### src/hw/gosm_regs.svh
// Register offsets, field positions, reset values and code points of the pin output mux.
// Assumes a 32-bit classic Wishbone slave; register offsets are word indices.
`ifndef GOSM_REGS_SVH
`define GOSM_REGS_SVH
`define GOSM_PIN5_IDX 8'h15
`define GOSM_PIN6_IDX 8'h16
`define GOSM_STATUS_IDX 8'h20
`define GOSM_CTRL_RESET 8'h00
`define GOSM_EN_BIT 0
`define GOSM_VAL_BIT 1
`define GOSM_SRC_LSB 2
`define GOSM_SRC_MSB 4
`define GOSM_SEL_LSB 5
`define GOSM_SEL_MSB 7
`define GOSM_SRC_STATUS 3'h4
`define GOSM_SRC_RSVD 3'h5
`define GOSM_SRC_TX0 3'h6
`define GOSM_SRC_TX1 3'h7
`define GOSM_RX_PORTS 4
`define GOSM_PINS 2
`endif

### src/hw/gosm_pkg.sv
// Types shared by the pin output mux files.
// Assumes the register header is included by each user.
package gosm_pkg;
  // One pin control register, bit 7 down to bit 0.
  typedef struct packed {
    logic [2:0] sel;
    logic [2:0] src;
    logic value;
    logic enable;
  } gosm_ctrl_t;
  // Decoded source group of a pin.
  typedef enum {GOSM_G_RX, GOSM_G_STATUS, GOSM_G_TX, GOSM_G_RSVD} gosm_group_t;
endpackage

### src/hw/gosm_pin_mux.sv
// One pin's source and selector multiplexer, purely combinational.
// Assumes all inputs are synchronous to the register clock.
`include "gosm_regs.svh"
module gosm_pin_mux
  import gosm_pkg::*;
(
  input wire gosm_ctrl_t ctrl_i, // Pin control register.
  input wire logic [15:0] rx_gpio_i, // Remote inputs, four per receive port.
  input wire logic [3:0] rx_lock_i, // Lock per receive port.
  input wire logic [3:0] rx_pass_i, // Pass per receive port.
  input wire logic [3:0] rx_fv_i, // Frame valid per receive port.
  input wire logic [3:0] rx_lv_i, // Line valid per receive port.
  input wire logic [3:0] rx_enabled_i, // Receive ports enabled.
  input wire logic frame_timing_pulse_i, // Frame sync signal.
  input wire logic [1:0] tx_pass_and_i, // Per transmit port AND of pass.
  input wire logic [1:0] tx_pass_or_i, // Per transmit port OR of pass.
  input wire logic [1:0] tx_fv_i, // Transmit frame in progress.
  input wire logic [1:0] tx_lv_i, // Transmit line in progress.
  input wire logic [1:0] tx_sync_i, // Multi-port data synchronized.
  input wire logic [1:0] tx_irq_i, // Transmit port interrupt.
  output logic level_o, // Selected pin level.
  output logic enable_o // Pin output enable.
);
  logic [1:0] rx_idx;
  logic tx_idx;
  logic [3:0] lk;
  logic [3:0] ps;

  // Only enabled ports take part; with no ports enabled the pass AND reads as one and the lock AND as zero.
  assign lk = rx_lock_i & rx_enabled_i;
  assign ps = rx_pass_i | ~rx_enabled_i;
  assign rx_idx = ctrl_i.src[1:0];
  assign tx_idx = ctrl_i.src[0];
  assign enable_o = ctrl_i.enable;

  // Group first, then the selector as that group defines it.
  always_comb begin
    level_o = 1'b0;
    if (ctrl_i.src[2] == 1'b0) begin
      case (ctrl_i.sel)
        3'h0, 3'h1, 3'h2, 3'h3: level_o = rx_gpio_i[{rx_idx, ctrl_i.sel[1:0]}];
        3'h4: level_o = rx_lock_i[rx_idx];
        3'h5: level_o = rx_pass_i[rx_idx];
        3'h6: level_o = rx_fv_i[rx_idx];
        3'h7: level_o = rx_lv_i[rx_idx];
        default: level_o = 1'b0;
      endcase
    end else if (ctrl_i.src == `GOSM_SRC_STATUS) begin
      case (ctrl_i.sel)
        3'h0: level_o = ctrl_i.value;
        3'h1: level_o = |lk;
        3'h2: level_o = (lk == rx_enabled_i) && (rx_enabled_i != 4'h0);
        3'h3: level_o = &ps;
        3'h4: level_o = frame_timing_pulse_i;
        default: level_o = 1'b0;
      endcase
    end else if (ctrl_i.src != `GOSM_SRC_RSVD) begin
      case (ctrl_i.sel)
        3'h0: level_o = tx_pass_and_i[tx_idx];
        3'h1: level_o = tx_pass_or_i[tx_idx];
        3'h2: level_o = tx_fv_i[tx_idx];
        3'h3: level_o = tx_lv_i[tx_idx];
        3'h4: level_o = tx_sync_i[tx_idx];
        3'h5: level_o = tx_irq_i[tx_idx];
        default: level_o = 1'b0;
      endcase
    end
  end
endmodule // gosm_pin_mux

### src/hw/gosm_top.sv
// Output source multiplexer for two general-purpose pins, with a Wishbone register slave.
// Assumes every status input is synchronous to CLOCK_I; the pad turns enables into drive.
//
// Overview of operation
// - Source field bits 4:2 pick receive port 0-3, status, reserved, or transmit 0/1.
// - Selector bits 7:5 are decoded per source group to choose the pin signal.
// - Receive source, selector 0-3 forward that port's remote inputs 0-3.
// - Receive source, selector 4-7 give lock, pass, frame valid, line valid.
// - Status source, selector 0 drives the register's local value bit.
// - Status source, selector 1 ORs, selector 2 ANDs enabled ports' lock.
// - Status selector 3 ANDs enabled pass, 4 gives frame sync, 5-7 reserved.
// - Transmit source, selector 0 ANDs and selector 1 ORs selected pass status.
// - Transmit source, selector 2 is frame in progress, 3 line in progress.
// - Transmit selector 4 shows data synchronized, 5 the port interrupt, 6-7 reserved.
// - Bit 1 supplies the pin level when the local value is selected.
// - Bit 0 disables the pin output at 0 and enables it at 1.
// - Two identical control registers live at offsets 0x15 and 0x16.
//
// The implementer's own choice: the Wishbone register port.
`include "gosm_regs.svh"
module gosm_top
  import gosm_pkg::*;
(
  input wire logic CLOCK_I, // Register clock, 250 MHz.
  input wire logic RST_N_I, // Synchronous reset, active low.
  input wire logic WB_CYC_I, // Wishbone cycle.
  input wire logic WB_STB_I, // Wishbone strobe.
  input wire logic WB_WE_I, // Wishbone write enable.
  input wire logic [31:0] WB_ADR_I, // Wishbone byte address.
  input wire logic [3:0] WB_SEL_I, // Wishbone byte enables.
  input wire logic [31:0] WB_DAT_I, // Wishbone write data.
  output logic [31:0] WB_DAT_O, // Wishbone read data.
  output logic WB_ACK_O, // Wishbone acknowledge.
  output logic WB_ERR_O, // Wishbone error for unmapped addresses.
  input wire logic [15:0] RX_GPIO_I, // Remote inputs, port p bit b at 4p+b.
  input wire logic [3:0] RX_LOCK_I, // Receive lock per port.
  input wire logic [3:0] RX_PASS_I, // Receive pass per port.
  input wire logic [3:0] RX_FV_I, // Receive frame valid per port.
  input wire logic [3:0] RX_LV_I, // Receive line valid per port.
  input wire logic [3:0] RX_ENABLED_I, // Receive ports enabled.
  input wire logic [3:0] TX0_RX_SELECT_I, // Receive ports mapped to transmit 0.
  input wire logic [3:0] TX1_RX_SELECT_I, // Receive ports mapped to transmit 1.
  input wire logic FRAME_TIMING_PULSE_I, // Frame sync signal.
  input wire logic [1:0] TX_FV_I, // Transmit frame in progress.
  input wire logic [1:0] TX_LV_I, // Transmit line in progress.
  input wire logic [1:0] TX_SYNC_I, // Multi-port data synchronized.
  input wire logic [1:0] TX_IRQ_I, // Transmit port interrupt.
  output logic [1:0] PIN_O, // Pin levels, bit 0 is pin 5, bit 1 is pin 6.
  output logic [1:0] PIN_OE_O // Pin output enables, high while driven.
);
  // All state of the block.
  typedef struct packed {
    gosm_ctrl_t [1:0] ctrl;
    logic ack;
    logic err;
    logic [31:0] rdata;
    logic [1:0] pin;
    logic [1:0] pin_oe;
  } gosm_state_t;

  gosm_state_t st;
  gosm_state_t next_st;
  logic [1:0] mux_level;
  logic [1:0] mux_en;
  logic [1:0] tx_and;
  logic [1:0] tx_or;
  logic [7:0] word_idx;
  logic req;

  // Returns which control register an index addresses, or 2 for none.
  function automatic logic [1:0] gosm_decode(input logic [7:0] idx);
    if (idx == `GOSM_PIN5_IDX) begin
      gosm_decode = 2'd0;
    end else if (idx == `GOSM_PIN6_IDX) begin
      gosm_decode = 2'd1;
    end else begin
      gosm_decode = 2'd2;
    end
  endfunction

  // Pass status of receive ports mapped to each transmit port; an empty map gives AND 1, OR 0.
  assign tx_and[0] = &(RX_PASS_I | ~TX0_RX_SELECT_I);
  assign tx_and[1] = &(RX_PASS_I | ~TX1_RX_SELECT_I);
  assign tx_or[0] = |(RX_PASS_I & TX0_RX_SELECT_I);
  assign tx_or[1] = |(RX_PASS_I & TX1_RX_SELECT_I);

  // One multiplexer per pin.
  genvar g;
  generate
    for (g = 0; g < `GOSM_PINS; g++) begin : g_pin
      gosm_pin_mux u_mux (
        .ctrl_i(st.ctrl[g]),
        .rx_gpio_i(RX_GPIO_I),
        .rx_lock_i(RX_LOCK_I),
        .rx_pass_i(RX_PASS_I),
        .rx_fv_i(RX_FV_I),
        .rx_lv_i(RX_LV_I),
        .rx_enabled_i(RX_ENABLED_I),
        .frame_timing_pulse_i(FRAME_TIMING_PULSE_I),
        .tx_pass_and_i(tx_and),
        .tx_pass_or_i(tx_or),
        .tx_fv_i(TX_FV_I),
        .tx_lv_i(TX_LV_I),
        .tx_sync_i(TX_SYNC_I),
        .tx_irq_i(TX_IRQ_I),
        .level_o(mux_level[g]),
        .enable_o(mux_en[g])
      );
    end
  endgenerate

  // Word index from the byte address; upper address bits must be zero to hit.
  assign word_idx = WB_ADR_I[9:2];
  assign req = WB_CYC_I && WB_STB_I && !st.ack && !st.err;

  // Next state: bus answer in one cycle, then a one-cycle gap before the next answer.
  always_comb begin
    next_st = st;
    next_st.ack = 1'b0;
    next_st.err = 1'b0;
    next_st.pin = mux_level;
    // Disabled pins are forced low so the released wire carries no stale level.
    for (int i = 0; i < `GOSM_PINS; i++) begin
      if (!mux_en[i]) begin
        next_st.pin[i] = 1'b0;
      end
    end
    next_st.pin_oe = mux_en;
    if (req) begin
      if (WB_ADR_I[31:10] != 22'h00_0000 || WB_ADR_I[1:0] != 2'h0) begin
        next_st.err = 1'b1;
      end else if (word_idx == `GOSM_STATUS_IDX) begin
        // Read-only view of the live pin state; writes are accepted and dropped.
        next_st.ack = 1'b1;
        next_st.rdata = {28'h000_0000, st.pin_oe, st.pin};
      end else if (gosm_decode(word_idx) != 2'd2) begin
        next_st.ack = 1'b1;
        next_st.rdata = {24'h00_0000, st.ctrl[gosm_decode(word_idx)]};
        if (WB_WE_I && WB_SEL_I[0]) begin
          next_st.ctrl[gosm_decode(word_idx)] = WB_DAT_I[7:0];
        end
      end else begin
        next_st.err = 1'b1;
      end
    end
  end

  // Single register stage for the whole block.
  always_ff @(posedge CLOCK_I) begin
    if (!RST_N_I) begin
      st <= '0;
      st.ctrl[0] <= `GOSM_CTRL_RESET;
      st.ctrl[1] <= `GOSM_CTRL_RESET;
    end else begin
      st <= next_st;
    end
  end

  assign WB_ACK_O = st.ack;
  assign WB_ERR_O = st.err;
  assign WB_DAT_O = st.rdata;
  assign PIN_O = st.pin;
  assign PIN_OE_O = st.pin_oe;
endmodule // gosm_top

### config.mk
export PLATFORM = sky130hd
export DESIGN_NAME = gosm_top
export DESIGN_NICKNAME = d
export VERILOG_FILES = /design/src/hw/gosm_pkg.sv /design/src/hw/gosm_pin_mux.sv /design/src/hw/gosm_top.sv
export VERILOG_INCLUDE_DIRS = /design/src /design/src/hw
export SDC_FILE = /design/constraint.sdc
export NUM_CORES = 1
export LEC_CHECK = 0
export BUFFER_PORTS_ARGS = -buffer_cell sky130_fd_sc_hd__buf_2
export CAP_MARGIN = 20
export CORE_ASPECT_RATIO = 0.6
export CORE_MARGIN = 2
export CORE_UTILIZATION = 48
export DETAILED_ROUTE_END_ITERATION = 12
export PLACE_DENSITY = 0.85
export REMOVE_ABC_BUFFERS = 1
export SETUP_SLACK_MARGIN = 0.05
export SLEW_MARGIN = 20
export SYNTH_ARGS = -nofsm -noshare
export SYNTH_HDL_FRONTEND = slang
export SYNTH_SLANG_ARGS = --single-unit
### constraint.sdc
create_clock -name CLOCK_I -period 5.45 [get_ports CLOCK_I]
set_input_delay 0.2725 -clock CLOCK_I [delete_from_list [all_inputs] [get_ports CLOCK_I]]
set_output_delay 0.2725 -clock CLOCK_I [all_outputs]
set_load 0.05 [all_outputs]
-- Word-level counts from Yosys, hierarchy flattened
Cells that the tools add are included.
- register bits: 54
- bits of input ports: 126
- output and inout bits: 38
- word-level logic and storage cells: 170
- $lt $le $gt $ge: 9
- equality and inequality tests: 23
- muxes and demuxes: 82
- bitwise logic cells: 13
- reductions and logical operators: 29
- operator list (operator ; number):
    $mux 32 ; 2
    $mux 1 ; 45
    $eq 3x3->1 const B ; 10
    $mux 2 ; 14
    $mux 8 ; 3
    $reduce_bool 22->1 ; 1
    $pmux 1 s5 ; 4
    $reduce_or 4->1 ; 5
    $bmux 1 s2 ; 8
    $bwmux 16 ; 1
    $eq 8x5->1 const B ; 2
    $and 4x4->4 ; 3
    $eq 3x2->1 const B ; 4
    $not 4->4 ; 3
    $or 4x4->4 ; 3
    $pmux 1 s6 ; 2
    $reduce_and 4->1 ; 3
    $lt 4x5->1 const B ; 2
    $bmux 1 s4 ; 2
    $demux 8 s1 ; 1
    $eq 8x6->1 const B ; 1
    $eq 3x1->1 const B ; 2
    $logic_and 1x1->1 ; 6
    $logic_not 3->1 ; 2
    other kinds (16) ; 27

-- Longest topological paths before layout
- depth in word-level cells: 16
- mapped depth: 7
- depth with buffers taken out: 5

-- By module
Synthesis repeated with hierarchy kept, for this count alone.
- cell total of the unflattened synthesis: 319
- area, all modules: 2879.0 µm²
- by module, submodules not included (module ; times used ; cells an instance ; area an instance (µm²) ; seq. area each (µm²)):
    gosm_top ; 1 ; 199 ; 1740.4 ; 600.6
    gosm_pin_mux ; 2 ; 60 ; 569.3 ; 0.0

-- Least setup slack after synthesis
OpenSTA, ideal clock, no wires.
- path type: reg-to-reg
- start: register st (netlist bit WB_ERR_O)
- end: register st[38] (netlist bit)
- library setup time: 0.119 ns
- arrival time: 1.890 ns
- data required time: 5.331 ns
- slack: 3.442 ns
- cell stages (with the launch flop): 8
- path buffers: 2
- clock period less this slack: 2.008 ns
- path through: dfxtp_1 -> and4bb_2 -> nand3_1 -> or4b_1 -> buf_2 -> buf_6 -> o21ai_1 -> a21boi_1
- cells in the longest elaborated chain, start to end: 3
- ends and longest elaborated chain (what ; line ; RTL):
    start, declared ; gosm_top.sv:61 ; gosm_state_t st;
    start signal, assigned ; gosm_top.sv:155 ; st <= next_st;
    $logic_not 1->1 ; gosm_top.sv:114 ; assign req = WB_CYC_I && WB_STB_I && !st.ack && !st.err;
    $logic_and 1x1->1 ; gosm_top.sv:114 ;
    $reduce_and 5->1 (no source line) ; - ;
Every way passes these cells.
A chain may end at the register's enable or synchronous reset.

-- Worst setup path after layout
- start: input WB_ADR_I[5]
- end: register st (netlist bit WB_DAT_O[2])
- cells in the longest elaborated chain, start to end: 11
- elaborated cells on any way between the ends: 19
- those cells by class: 4 x eq/ne; 13 x mux; 2 x reduce/logical
- ends and longest elaborated chain (what ; line ; RTL):
    start, declared ; gosm_top.sv:29 ; input wire logic [31:0] WB_ADR_I,
    $eq 8x5->1 (no source line) ; - ;
    $mux 2 ; gosm_top.sv:74 ; end else if (idx == `GOSM_PIN6_IDX) begin
    $mux 2 ; gosm_top.sv:72 ; if (idx == `GOSM_PIN5_IDX) begin
    $mux 2 ; gosm_top.sv:136 ; end else if (gosm_decode(word_idx) != 2'd2) begin
    $mux 2 ; gosm_top.sv:132 ; end else if (word_idx == `GOSM_STATUS_IDX) begin
    $mux 2 ; gosm_top.sv:130 ; if (WB_ADR_I[31:10] != 22'h00_0000 || WB_ADR_I[1:0] != 2'h0) begin
    $mux 2 ; gosm_top.sv:129 ; if (req) begin
    $mux 8 (implied by the code) (2 in series) ; gosm_top.sv:138 ; next_st.rdata = {24'h00_0000, st.ctrl[gosm_decode(word_idx)]};
    $mux 32 ; gosm_top.sv:136 ;
    $mux 32 ; gosm_top.sv:132 ;
Several ways; a longest one is shown, not always the timed one. The select of a mux whose other input is x is not followed.

==> flow_summary.toml <==
[clock_network]
cts_setup_buffers = 0
cts_resized = 0
cts_max_level = 2
clk_pin_slew_ps = 60
cts_hold_buf = 0
cts_buffers = 5
clockBufferDepth = 2
insertion_delay_ps = 280
root_buffer = "clkbuf_8"
cts_tree = "built"
clock-sinks = 30

[worst_setup_path]
end_kind = "register"
cp-startpoint = "WB_ADR_I[5]"
reg2reg_to = "PIN_O[0]$_SDFF_PN0_"
cp_data_required_time_ps = 5650
ff2ff_path_depth = 5
crit_path_max_fanout = 16
r2r_start = "st[40]$_SDFFE_PN0P_"
critPathKind = "in2reg"
critical_path_arrival_ps = 2410
startpoint_type = "input pin"
r2r_slack_ps = 3260
cp-endpoint = "WB_DAT_O[2]$_SDFFE_PN0P_"

[sta]
setup_tns_ps = 0
max_freq_mhz = 453
skew_ps = 3.94
finalSetupViolations = 0
maxSlewViolCount = 0
final_hold_viol_count = 0
max-slew-margin-rel_pct = 44.2
worstMarginPinSlew_ps = 836
period_share_pct = 40.5
rsz0062_at_grt = "false"
period_minus_slack_ps = 2210

[synth]
yosysUniqueCellTypes = 51
syn-instance-count = 305
synthArstFlopShare_pct = 0
synth-seq-cells = 30
synth_edf_count = 0
synth_warnings = 0
ys.flop_type = "dfxtp_1"
synth_area_leader_cell = "dfxtp_1"
yosysSeqAreaShare_pct = 21.9
synth_area_leaders = "dfxtp_1 22%, mux4_2 17%, buf_4 6.9%"
synth_area_per_cell_sq_um = 8.97
syn_area_sq_um = 2740
synth.top_cell.area_share_pct = 21.9

[detailed_routing]
vias = 2797
wirelength_microns = 7660
avgRoutedWirePerCell_microns = 16.0
ant_nets = 0
vias_per_cell = 5.83
drt_iter0_markers = 276
first_pass_iters = 5
drc = 0

[place]
gp_congestion = 0.890
hpwl_microns = 5850
place_inst = 473
io_buffer_count = 112

[floorplan]
start_util_pct = 49.4
die_area_sq_um = 6340
die_x_microns = 101
placementRows = 21
coreArea_sq_um = 5540
die_h_microns = 62.5
pin_count = 164

[grt]
grt_pass1_vias = 2546
grt_use_total_pct = 24.1
grt_pass1_wl_microns = 12100
antenna_found_initial = 0
grt_max_degree = 29
overflow = 0

[finish]
diodes = 0
drive_gt1_share_pct = 39.8
multi_input_comb_area_sq_um = 1900
layoutNonFillerInstCount = 480
fill_cells = 485
area_growth_pct = 19.8
postLayoutCoreUtil_pct = 59.1
regArea_sq_um = 601
nets = 526

[hold_path]
hp-class = "in2reg"

[power]
peakVddDrop_v = 0.000136
total_power_w = 0.000514
power_leakage_nw = 1.29
power_density_nw_per_um2 = 157

[status]
outcome = "complete, no violations"

[run]
max_cap_viol_count = 0
## cells in the mapped netlist, types with 5 or more instances
master / instances
nor4_2: 5
o21ai_0: 7
buf_2: 7
nand4b_1: 6
mux2i_1: 5
nand3_1: 29
buf_4: 25
clkbuf_1: 15
nand2_1: 20
inv_1: 8
a21boi_0: 10
nor2b_1: 13
dfxtp_1: 30
mux2_2: 5
a22oi_1: 8
mux4_2: 21
a21boi_1: 10
nor4_1: 5
o21ai_1: 10
nor2_1: 13
## report_power, final
| part | internal [W] | leakage, nW | switching [W] |
|---|---|---|---|
| combinational | 0.0000495 | 1.01 | 0.0000750 |
| sequential | 0.000220 | 0.242 | 0.000000112 |
| clock | 0.0000878 | 0.0383 | 0.0000822 |
| total | 0.000357 | 1.29 | 0.000157 |
## registers in the layout (all words and copies together) (netlist names)
register / cells
PIN_O: 2
PIN_OE_O: 2
WB_ACK_O: 1
WB_ERR_O: 1
st: 16
WB_DAT_O: 8
## metal layers
| metal | share of wire (%) | global-route usage (%) | vias to the layer above |
|---|---|---|---|
| met1 | 44 | 35.1 | 1324 |
| met4 | 1.1 | 5.41 | 0 |
| met2 | 44 | 36.0 | 159 |
| met3 | 11 | 5.82 | 9 |
| li1 | - | - | 1305 |
| met5 | 0 | 0 | - |
## metrics by stage
step,hold WS [ps],instance area (sq um),setup WS [ps]
5_1_grt,247,3280,3050
3_5_place_dp,468,3200,2980
3_3_place_gp,457,3200,3100
4_1_cts,245,3280,3260
6_report,247,3280,3240
2_1_floorplan,386,2530,3400
## final cells by class
class	count	area share, %
repair buffers	113	17.3
clock buffers	7	2.33
inverters	8	0.916
well taps	80	3.05
flip-flops and latches	30	18.3
multi-input cells	242	58.0
## cells in the final DEF (no fill, tap or decap), types with 2 or more instances in the layout
| cell type | synthesis | routed |
|---|---|---|
| a21boi_1 | 10 | 10 |
| nand2b_1 | 4 | 4 |
| nor2b_1 | 13 | 13 |
| dfxtp_1 | 30 | 30 |
| mux4_2 | 21 | 21 |
| nor4_2 | 5 | 5 |
| o2111ai_1 | 3 | 3 |
| nor2_1 | 13 | 13 |
| conb_1 | 1 | 24 |
| mux2i_1 | 5 | 5 |
| a31oi_1 | 3 | 3 |
| o22ai_1 | 3 | 3 |
| clkbuf_1 | 15 | 2 |
| and4b_1 | 2 | 2 |
| a21boi_0 | 10 | 10 |
| a21oi_1 | 3 | 3 |
| a2111oi_0 | 4 | 4 |
| a211oi_1 | 2 | 2 |
| nand2_1 | 20 | 20 |
| o21ai_1 | 10 | 10 |
| inv_1 | 8 | 8 |
| clkbuf_8 | 0 | 5 |
| mux2_2 | 5 | 5 |
| nand3_1 | 29 | 29 |
| nor4_1 | 5 | 5 |
| nand4b_1 | 6 | 6 |
| a31o_2 | 3 | 3 |
| a22oi_1 | 8 | 8 |
| nand4_1 | 2 | 2 |
| buf_2 | 7 | 112 |
| a2bb2oi_1 | 2 | 2 |
| o21ai_0 | 7 | 7 |
| nand3b_1 | 3 | 3 |
## worst min-delay path by stage
stage | from | end | slack [ps] | cells past startpoint
2_1_floorplan | RST_N_I | WB_ERR_O$_SDFF_PN0_ | 390 | 2
3_3_place_gp | WB_DAT_O[1]$_SDFFE_PN0P_ | WB_DAT_O[1]$_SDFFE_PN0P_ | 460 | 2
3_5_place_dp | WB_DAT_O[1]$_SDFFE_PN0P_ | WB_DAT_O[1]$_SDFFE_PN0P_ | 470 | 2
4_1_cts | WB_DAT_I[2] | st[48]$_SDFFE_PN0P_ | 240 | 3
5_1_grt | WB_DAT_I[5] | st[43]$_SDFFE_PN0P_ | 250 | 3
6_report | WB_DAT_I[2] | st[48]$_SDFFE_PN0P_ | 250 | 3
## worst max-delay path, cell delays in order
cell and delay (ps):
buf_2 100, nor3_2 340, nand3_2 370, a2111oi_4 800
nand2_2 220, o32ai_1 300
## logic make-up after synthesis
| family | synth area share (%) |
|---|---|
| and+or+nand+nor | 25.0 |
| AOI/OAI and AO/OA | 19.7 |
| buffers and inverters | 11.7 |
| muxes | 21.2 |
| DFF | 21.9 |
| xor gates and xnor gates | 0.320 |
| other | 0.137 |
No activity file was read; power rests on OpenSTA's default activity.
